$ cat src/core/bec_params.svh
`ifndef BEC_PARAMS_SVH
`define BEC_PARAMS_SVH
// data space map
`define BEC_ADDR_BANK_SEL     8'hE8
`define BEC_ADDR_EE_CTRL      8'hEA
`define BEC_WIN_LO            8'h00
`define BEC_WIN_HI            8'h3F
`define BEC_DIRECT_LO         8'h80
`define BEC_DIRECT_HI         8'hBF
// bank select codes
`define BEC_BANK_EE0          8'h01
`define BEC_BANK_EE1          8'h02
`define BEC_BANK_EE2          8'h03
`define BEC_BANK_EE3          8'h81
`define BEC_BANK_EE4          8'h82
`define BEC_BANK_EE5          8'h83
`define BEC_BANK_RAM2         8'h04
`define BEC_BANK_RAM3         8'h08
`define BEC_BANK_RAM4         8'h10
`define BEC_BANK_OSD5         8'h20
`define BEC_BANK_OSD6         8'h40
// control bit positions
`define BEC_CTL_EN            0
`define BEC_CTL_BS            1
`define BEC_CTL_PE            2
`define BEC_CTL_PS            3
`define BEC_CTL_SB            6
`define BEC_CTL_RESET         8'h00
// write time: average 5 ms, at most 10 ms
`define BEC_WRITE_TIME_MS     5
`define BEC_CLK_HZ            10000000
`define BEC_WRITE_CYCLES      (`BEC_WRITE_TIME_MS * (`BEC_CLK_HZ / 1000))
`endif

$ cat src/core/bec_pkg.sv
package bec_pkg;
   typedef enum logic [2:0] {
      BEC_IDLE  = 3'b001,
      BEC_BYTE  = 3'b010,
      BEC_ROW   = 3'b100
   } bec_state_t;

   typedef struct packed {
      logic [7:0] addr;
      logic [7:0] wdata;
      logic       wr;
      logic       rd;
   } bec_bus_t;

   typedef struct packed {
      logic       standby;
      logic       row_program_start;
      logic       row_program_enable;
      logic       write_enable;
   } bec_ctl_t;
endpackage : bec_pkg

$ cat src/core/bec_timer.sv
`timescale 1ns/1ps
`include "bec_params.svh"
module bec_timer #(
   parameter int CYCLES = 50000
) (
   input  wire logic clk,
   input  wire logic rstn,
   input  wire logic start,
   output logic      done
);
   initial begin
      if (CYCLES < 2) $error("bec_timer: CYCLES too small");
   end
   localparam int W = $clog2(CYCLES + 1);
   logic [W-1:0] count;
   logic         running;
   wire          last = running && (count == W'(CYCLES - 1));
   always_ff @(posedge clk) begin
      if (!rstn) begin
         count   <= '0;
         running <= 1'b0;
      end else if (start) begin
         count   <= '0;
         running <= 1'b1;
      end else if (running) begin
         count   <= last ? '0 : count + W'(1);
         running <= !last;
      end
   end
   assign done = last;
endmodule : bec_timer

$ cat src/core/bec_row_buf.sv
`timescale 1ns/1ps
module bec_row_buf #(
   parameter int DEPTH = 8
) (
   input  wire logic                     clk,
   input  wire logic                     rstn,
   input  wire logic                     clear,
   input  wire logic                     wr,
   input  wire logic [$clog2(DEPTH)-1:0] idx,
   input  wire logic [7:0]               wdata,
   input  wire logic [$clog2(DEPTH)-1:0] rd_idx,
   output logic      [7:0]               rdata,
   output logic      [DEPTH-1:0]         loaded
);
   initial begin
      if (DEPTH != 8) $error("bec_row_buf: row is eight bytes");
   end
   logic [7:0] data [DEPTH];
   genvar g;
   generate
      for (g = 0; g < DEPTH; g++) begin : g_lat
         wire hit = wr && (idx == ($clog2(DEPTH))'(g));
         always_ff @(posedge clk) begin
            if (!rstn || clear) begin
               data[g]   <= 8'h00;
               loaded[g] <= 1'b0;
            end else if (hit) begin
               data[g]   <= wdata;
               loaded[g] <= 1'b1;
            end
         end
      end
   endgenerate
   assign rdata = data[rd_idx];
endmodule : bec_row_buf

$ cat src/core/bec_ctrl.sv
// Decided for this implementation: the address-and-strobe port.
`timescale 1ns/1ps
`include "bec_params.svh"
module bec_ctrl #(
   parameter int EE_BYTES     = 384,
   parameter int WRITE_CYCLES = `BEC_WRITE_CYCLES
) (
   input  wire logic         clk,
   input  wire logic         rstn,
   input  wire bec_pkg::bec_bus_t bus,
   output logic      [7:0]   rdata,
   output logic              win_ram_sel,
   output logic      [2:0]   win_ram_page,
   output logic              win_osd_sel,
   output logic              win_osd_page6,
   output logic              direct_ram_sel,
   output logic              eeprom_busy_flag,
   output logic              eeprom_standby
);
   initial begin
      if (EE_BYTES != 384) $error("bec_ctrl: six 64-byte pages only");
   end

   // ------------------------------------------------------------
   // registers
   // ------------------------------------------------------------
   logic [7:0]          data_bank_select;
   bec_pkg::bec_ctl_t   ctl;
   bec_pkg::bec_state_t state;
   logic [7:0]          ee_mem [EE_BYTES];
   logic [8:0]          byte_addr;
   logic [7:0]          byte_data;
   logic                row_latched;
   logic [5:0]          row_addr;
   logic [7:0]          rdata_q;

   // ------------------------------------------------------------
   // decode
   // ------------------------------------------------------------
   wire [7:0] a          = bus.addr;
   wire       in_window  = (a >= `BEC_WIN_LO) && (a <= `BEC_WIN_HI);
   assign direct_ram_sel = (a >= `BEC_DIRECT_LO) && (a <= `BEC_DIRECT_HI);

   wire       ee_code    = (data_bank_select[6:2] == 5'b00000)
                           && (data_bank_select[1:0] != 2'b00);
   wire [2:0] ee_page    = {1'b0, data_bank_select[1:0]} - 3'd1
                           + (data_bank_select[7] ? 3'd3 : 3'd0);
   wire       ee_sel     = in_window && ee_code;
   assign win_ram_sel    = in_window && (data_bank_select[4:2] != 3'b000);
   assign win_ram_page   = data_bank_select[2] ? 3'd2 :
                           data_bank_select[3] ? 3'd3 : 3'd4;
   assign win_osd_sel    = in_window && (data_bank_select[6:5] != 2'b00);
   assign win_osd_page6  = data_bank_select[6];

   wire [8:0] ee_addr    = 9'({ee_page, a[5:0]});
   wire       busy       = (state != bec_pkg::BEC_IDLE);
   wire       wr_bank    = bus.wr && (a == `BEC_ADDR_BANK_SEL);
   wire       wr_ctl     = bus.wr && (a == `BEC_ADDR_EE_CTRL);
   wire       rd_ctl     = bus.rd && (a == `BEC_ADDR_EE_CTRL);
   // busy aborts eeprom access; standby blocks it
   wire       ee_ok      = ee_sel && !busy && !ctl.standby;
   wire       ee_wr      = bus.wr && ee_ok && ctl.write_enable;
   wire       row_mode   = ctl.row_program_enable;
   wire       row_match  = !row_latched || (ee_addr[8:3] == row_addr);
   wire       byte_go    = ee_wr && !row_mode;
   // row bytes go to volatile latches
   wire       row_wr     = ee_wr && row_mode && row_match;

   wire       ctl_take   = wr_ctl && !busy;
   wire       new_en     = bus.wdata[`BEC_CTL_EN];
   wire       new_pe     = bus.wdata[`BEC_CTL_PE];
   wire       pe_rise    = ctl_take && new_pe && !ctl.row_program_enable;
   // start only with enable and row enable
   wire       ps_go      = ctl_take && bus.wdata[`BEC_CTL_PS]
                           && new_en && new_pe;
   wire       timer_start = byte_go || ps_go;
   wire       timer_done;

   // ------------------------------------------------------------
   // write timer and row latches
   // ------------------------------------------------------------
   // program time count
   bec_timer #(
      .CYCLES (WRITE_CYCLES)
   ) u_timer (
      .clk   (clk),
      .rstn  (rstn),
      .start (timer_start),
      .done  (timer_done)
   );

   logic [7:0] row_rdata;
   logic [7:0] row_loaded;
   logic [2:0] prog_idx;
   bec_row_buf #(
      .DEPTH (8)
   ) u_row (
      .clk    (clk),
      .rstn   (rstn),
      .clear  (pe_rise),
      .wr     (row_wr),
      .idx    (ee_addr[2:0]),
      .wdata  (bus.wdata),
      .rd_idx (prog_idx),
      .rdata  (row_rdata),
      .loaded (row_loaded)
   );

   // ------------------------------------------------------------
   // bank select register
   // ------------------------------------------------------------
   // bank select write-only, no reset value
   always_ff @(posedge clk) begin
      if (wr_bank) begin
         data_bank_select <= bus.wdata;
      end
   end

   // ------------------------------------------------------------
   // control register and sequencer
   // ------------------------------------------------------------
   always_ff @(posedge clk) begin
      if (!rstn) begin
         ctl         <= bec_pkg::bec_ctl_t'(4'h0);
         state       <= bec_pkg::BEC_IDLE;
         row_latched <= 1'b0;
         row_addr    <= 6'h00;
         byte_addr   <= 9'h000;
         byte_data   <= 8'h00;
      end else begin
         case (state)
            bec_pkg::BEC_IDLE: begin
               if (ctl_take) begin
                  ctl.standby            <= bus.wdata[`BEC_CTL_SB];
                  ctl.write_enable       <= new_en;
                  ctl.row_program_enable <= new_pe;
                  ctl.row_program_start  <= ps_go;
                  if (!new_pe) begin
                     row_latched <= 1'b0;
                  end
               end
               if (row_wr && !row_latched) begin
                  row_latched <= 1'b1;
                  row_addr    <= ee_addr[8:3];
               end
               if (byte_go) begin
                  state     <= bec_pkg::BEC_BYTE;
                  byte_addr <= ee_addr;
                  byte_data <= bus.wdata;
               end else if (ps_go) begin
                  state <= bec_pkg::BEC_ROW;
               end
            end
            bec_pkg::BEC_BYTE: begin
               if (timer_done) begin
                  state <= bec_pkg::BEC_IDLE;
               end
            end
            bec_pkg::BEC_ROW: begin
               // end of row clears row bits
               if (timer_done) begin
                  state                  <= bec_pkg::BEC_IDLE;
                  ctl.row_program_enable <= 1'b0;
                  ctl.row_program_start  <= 1'b0;
                  row_latched            <= 1'b0;
               end
            end
            default: begin
               state <= bec_pkg::BEC_IDLE;
            end
         endcase
      end
   end

   // ------------------------------------------------------------
   // eeprom array commit
   // ------------------------------------------------------------
   // row copy walks the latches one per cycle during programming
   always_ff @(posedge clk) begin
      if (!rstn) begin
         prog_idx <= 3'd0;
      end else if (state == bec_pkg::BEC_ROW) begin
         prog_idx <= prog_idx + 3'd1;
      end else begin
         prog_idx <= 3'd0;
      end
   end

   wire [8:0] row_cell = {row_addr, prog_idx};
   wire       row_commit = (state == bec_pkg::BEC_ROW)
                           && row_loaded[prog_idx];
   wire       byte_commit = (state == bec_pkg::BEC_BYTE) && timer_done;

   // array contents are not reset: nonvolatile
   always_ff @(posedge clk) begin
      if (byte_commit) begin
         ee_mem[byte_addr] <= byte_data;
      end else if (row_commit) begin
         ee_mem[row_cell] <= row_rdata;
      end
   end

   // ------------------------------------------------------------
   // read path
   // ------------------------------------------------------------
   // only busy is readable from control
   wire [7:0] ctl_rd   = {6'b00_0000, busy, 1'b0};
   wire       ee_rd    = bus.rd && ee_ok;
   wire [7:0] next_rd  = rd_ctl ? ctl_rd :
                         ee_rd  ? ee_mem[ee_addr] : 8'h00;

   always_ff @(posedge clk) begin
      if (!rstn) begin
         rdata_q <= 8'h00;
      end else begin
         rdata_q <= next_rd;
      end
   end

   assign rdata            = rdata_q;
   assign eeprom_busy_flag = busy;
   assign eeprom_standby   = ctl.standby;
endmodule : bec_ctrl

$ cat config.mk
export PLATFORM = sky130hd
export DESIGN_NAME = bec_ctrl
export DESIGN_NICKNAME = d
export VERILOG_FILES = /design/src/core/bec_pkg.sv /design/src/core/bec_timer.sv /design/src/core/bec_row_buf.sv /design/src/core/bec_ctrl.sv
export VERILOG_INCLUDE_DIRS = /design/src /design/src/core
export SDC_FILE = /design/constraint.sdc
export NUM_CORES = 2
export LEC_CHECK = 0
export BUFFER_PORTS_ARGS = -buffer_cell sky130_fd_sc_hd__buf_2
export CAP_MARGIN = 20
export CORE_MARGIN = 8
export CORE_UTILIZATION = 55
export CTS_CLUSTER_SIZE = 16
export DETAILED_ROUTE_END_ITERATION = 10
export PLACE_DENSITY = 0.67
export SYNTH_ARGS = -nofsm -noshare
export SYNTH_HDL_FRONTEND = slang
export SYNTH_SLANG_ARGS = --single-unit
export TNS_END_PERCENT = 5
$ cat constraint.sdc
create_clock -name clk -period 19.9 [get_ports clk]
set_input_delay 3.98 -clock clk [delete_from_list [all_inputs] [get_ports clk]]
set_output_delay 3.98 -clock clk [all_outputs]
set_load 0.02 [all_outputs]
==> impl_metrics.env <==
export IMPL_status="finished, final reports clean"
export IMPL_cts_sinks=3210
export IMPL_place_area_um2=129000
export IMPL_finalSetupViolCount=0
export IMPL_die_area_um2=244000
export IMPL_critPathLaunchType="input port"
export IMPL_max_fanout_on_critical_path=108
export IMPL_synth_yosys_seq_area_share=0.761
export IMPL_global_route_wire_length_before_repair_um=466000
export IMPL_clock_tree_buffer_depth=4
export IMPL_netlist_area_um2=126000
export IMPL_max_freq_mhz=116
export IMPL_synth_top_cells_by_area="sky130_fd_sc_hd__edfxtp_1, sky130_fd_sc_hd__mux4_2, sky130_fd_sc_hd__mux2i_1"
export IMPL_netlist_top_cell_by_area="sky130_fd_sc_hd__edfxtp_1"
export IMPL_worstHoldStart="u_row.loaded[7]$_SDFFE_PP0P_"
export IMPL_buffer_ports_inserted=36
export IMPL_period_share=0.434
export IMPL_grt_setup_unrepaired="false"
export IMPL_endpoint_type_of_the_worst_setup_path="register"
export IMPL_synth_flop_cell="sky130_fd_sc_hd__edfxtp_1"
export IMPL_synthDistinctLibCells=83
export IMPL_worst_slew_pin_slew_ns=1.34
export IMPL_place_gp_congestion=0.859
export IMPL_ant_nets=0
export IMPL_hold_slack_ns=0.450
export IMPL_die_width_um=494
export IMPL_critical_setup_path_class="in2reg"
export IMPL_cts_tree="built"
export IMPL_finish_instance_area_um2=139000
export IMPL_drt_wirelength_per_cell_um=35.0
export IMPL_postRouteWirelength_um=327000
export IMPL_synth_async_reset_ratio=0
export IMPL_global_route_usage_total=0.267
export IMPL_synth_avg_cell_area_um2=21.1
export IMPL_vdd_ir_drop_worst_uv=81.1
export IMPL_total_nets_final=6136
export IMPL_die_height_um=494
export IMPL_vias_post_dr=62614
export IMPL_min_path_type="reg2reg"
export IMPL_1st_iter_drt_viols=8447
export IMPL_ys_warnings_count=0
export IMPL_number_of_optimization_iterations_in_the_first_detailed_route_pass=6
export IMPL_total_leakage_power_uw=0.0353
export IMPL_drt_vias_per_instance=6.68
export IMPL_clock_skew_final_ns=0.0475
export IMPL_report_final_hold_viol_count=0
export IMPL_overflow=0
export IMPL_critical_path_startpoint="bus[10]"
export IMPL_antenna_found_initial=14
export IMPL_start_util=0.553
export IMPL_timing_final_crit_period_ns=8.64
export IMPL_worst_endpoint_arrival_ns=9.42
export IMPL_drv_cap=0
export IMPL_grt_start_max_net_pins=225
export IMPL_rows=175
export IMPL_num_io_pins=37
export IMPL_tritoncts_num_buffers=331
export IMPL_worstReg2RegStart="prog_idx[1]$_SDFF_PN0_"
export IMPL_syn_instance_count=5949
export IMPL_cts_root_buffer_cell="sky130_fd_sc_hd__clkbuf_16"
export IMPL_tot_pwr_uw=13400
export IMPL_ctsHtreeMaxLevel=5
export IMPL_first_global_vias=62731
export IMPL_total_instance_count_after_detailed_placement=8785
export IMPL_dp_final_hpwl_um=190000
export IMPL_critPathRequiredTime_ns=20.68
export IMPL_synth_edf_count=3144
export IMPL_detail_route_drc_violations=0
export IMPL_number_of_hold_repair_buffers_added_at_the_cts_stage=0
export IMPL_postSynthRegisterBits=3210
export IMPL_cts_clk_slew_worst_paths_ns=0.06
export IMPL_final_fill_count=15596
export IMPL_post_layout_instance_count_excluding_filler_cells=9367
export IMPL_clock_latency_on_the_worst_skew_pair_ns=0.98
export IMPL_placeableCoreArea_um2=227000
export IMPL_post_cts_resized_instances=0
export IMPL_layout_area_overhead_vs_synth_pct=10.7
export IMPL_post_cts_buffers=0
export IMPL_syn_nets=5974
export IMPL_pwr_density_cell_nw_per_um2=96.1
export IMPL_tns_ns=0
export IMPL_slew_violations=0
export IMPL_timing_max_slew_rel_slack=0.107
export IMPL_layout_cell_share_with_drive_strength_beyond_1=0.238
export IMPL_synth_top_area_frac=0.751
[layout make-up]
cell class                      count  area [µm²]  area share
Antenna cell                        8        20.0    0.000144
Clock buffer                      411        8670      0.0622
Clock inverter                    161        1160     0.00830
Inverter                           19        83.8    0.000602
Multi-Input combinational cell   2371       28300       0.204
Sequential cell                  3210       95700       0.688
Tap cell                         3009        3760      0.0270
Timing Repair Buffer              178        1470      0.0106
[state kept, by name (all words and copies together) (netlist names)]
name and flops:
eeprom_standby 1, ee_mem 3072, u_row.data 64, byte_addr 9, u_row.loaded 8, u_timer.count 16
row_mode 1, row_latched 1, u_timer.running 1, state 3, row_addr 6, byte_data 8
ctl 1, data_bank_select 8, rdata 8, prog_idx 3
[cell usage in the layout (no fill, tap or decap), types with 10 or more instances in the layout]
cell	n
sky130_fd_sc_hd__nand4_1	15
sky130_fd_sc_hd__clkinv_1	78
sky130_fd_sc_hd__a32oi_1	16
sky130_fd_sc_hd__nand2b_1	16
sky130_fd_sc_hd__o211ai_1	10
sky130_fd_sc_hd__clkinv_2	50
sky130_fd_sc_hd__buf_12	12
sky130_fd_sc_hd__mux2i_1	199
sky130_fd_sc_hd__clkbuf_1	75
sky130_fd_sc_hd__and3_1	10
sky130_fd_sc_hd__nor2b_1	40
sky130_fd_sc_hd__nand3_1	66
sky130_fd_sc_hd__o21ai_0	39
sky130_fd_sc_hd__dfxtp_1	66
sky130_fd_sc_hd__and2_1	74
sky130_fd_sc_hd__a21oi_1	34
sky130_fd_sc_hd__nand2_1	195
sky130_fd_sc_hd__nor2_1	459
sky130_fd_sc_hd__nor3_1	34
sky130_fd_sc_hd__mux4_2	843
sky130_fd_sc_hd__buf_2	30
sky130_fd_sc_hd__bufinv_16	14
sky130_fd_sc_hd__clkbuf_16	334
sky130_fd_sc_hd__xor2_1	14
sky130_fd_sc_hd__a221oi_1	19
sky130_fd_sc_hd__a31oi_1	22
sky130_fd_sc_hd__buf_4	128
sky130_fd_sc_hd__a211oi_1	11
sky130_fd_sc_hd__edfxtp_1	3144
sky130_fd_sc_hd__inv_1	13
sky130_fd_sc_hd__mux2_2	14
sky130_fd_sc_hd__o22ai_1	17
sky130_fd_sc_hd__a22oi_1	37
[where the power goes]
group / switching (µW) / leakage, µW / internal [µW]
Sequential: 1.32 / 0.0225 / 7310
Combinational: 208 / 0.00800 / 99.9
Clock: 2500 / 0.00480 / 3260
[metrics by stage]
step                      worst slack [ns]   util
after floorplan                       4.55      -
after global placement               10.12  0.569
after detailed placement             10.25  0.569
after CTS                            11.22  0.612
after global routing                 10.79  0.613
final                                11.26  0.613
[metal layers]
metal  global-route usage  vias to the layer above  part of all wire
li1                     -                    24989                 -
met1                0.375                    33209              0.38
met2                0.409                     3713              0.46
met3               0.0657                      703              0.11
met4                0.104                        0             0.045
met5                    0                        -                 0
[worst max-delay path: stages]
cell                      delay [ns]
sky130_fd_sc_hd__buf_8          0.51
sky130_fd_sc_hd__buf_12         0.60
sky130_fd_sc_hd__buf_12         0.59
sky130_fd_sc_hd__buf_12         0.50
sky130_fd_sc_hd__buf_4          0.74
sky130_fd_sc_hd__mux4_2         0.60
sky130_fd_sc_hd__mux4_2         0.50
sky130_fd_sc_hd__nor3_1         0.17
sky130_fd_sc_hd__nor2_1         0.11
sky130_fd_sc_hd__a31oi_1        0.39
sky130_fd_sc_hd__nor4_1         0.12
[cell families (layout without fill, tap and decap cells)]
family,count (synthesis),after routing,synth area share
adder cells (fa/ha/maj),5,5,0.000498
AND/OR/NAND/NOR,977,977,0.0348
XOR/XNOR,23,23,0.00166
multiplexers,1057,1057,0.168
other,0,8,0
AO/OA/AOI/OAI,309,309,0.0177
flip-flops,3210,3210,0.761
buffers and inverters,368,769,0.0157
[synthesized netlist by cell type, types with 34 or more instances]
master and instances:
sky130_fd_sc_hd__a21oi_1 34, sky130_fd_sc_hd__o21ai_0 39, sky130_fd_sc_hd__nor2b_1 43, sky130_fd_sc_hd__edfxtp_1 3144
sky130_fd_sc_hd__nand3_1 74, sky130_fd_sc_hd__nor2_1 465, sky130_fd_sc_hd__nor3_1 35, sky130_fd_sc_hd__buf_4 81
sky130_fd_sc_hd__clkbuf_1 115, sky130_fd_sc_hd__buf_2 108, sky130_fd_sc_hd__nand2_1 203, sky130_fd_sc_hd__and2_1 74
sky130_fd_sc_hd__a22oi_1 37, sky130_fd_sc_hd__mux4_2 843, sky130_fd_sc_hd__mux2i_1 200, sky130_fd_sc_hd__dfxtp_1 66
[path summary, 6_finish.rpt]
path	endpoint	slack, ns	cells past startpoint
max	rdata[7]$_SDFF_PP0_	11.26	11
min	u_row.loaded[7]$_SDFFE_PP0P_	0.45	1
max reg2reg	ee_mem[244][4]$_DFFE_PP_	13.96	8
min reg2reg	u_row.loaded[7]$_SDFFE_PP0P_	0.45	1
(Power assumes the default switching activity.)
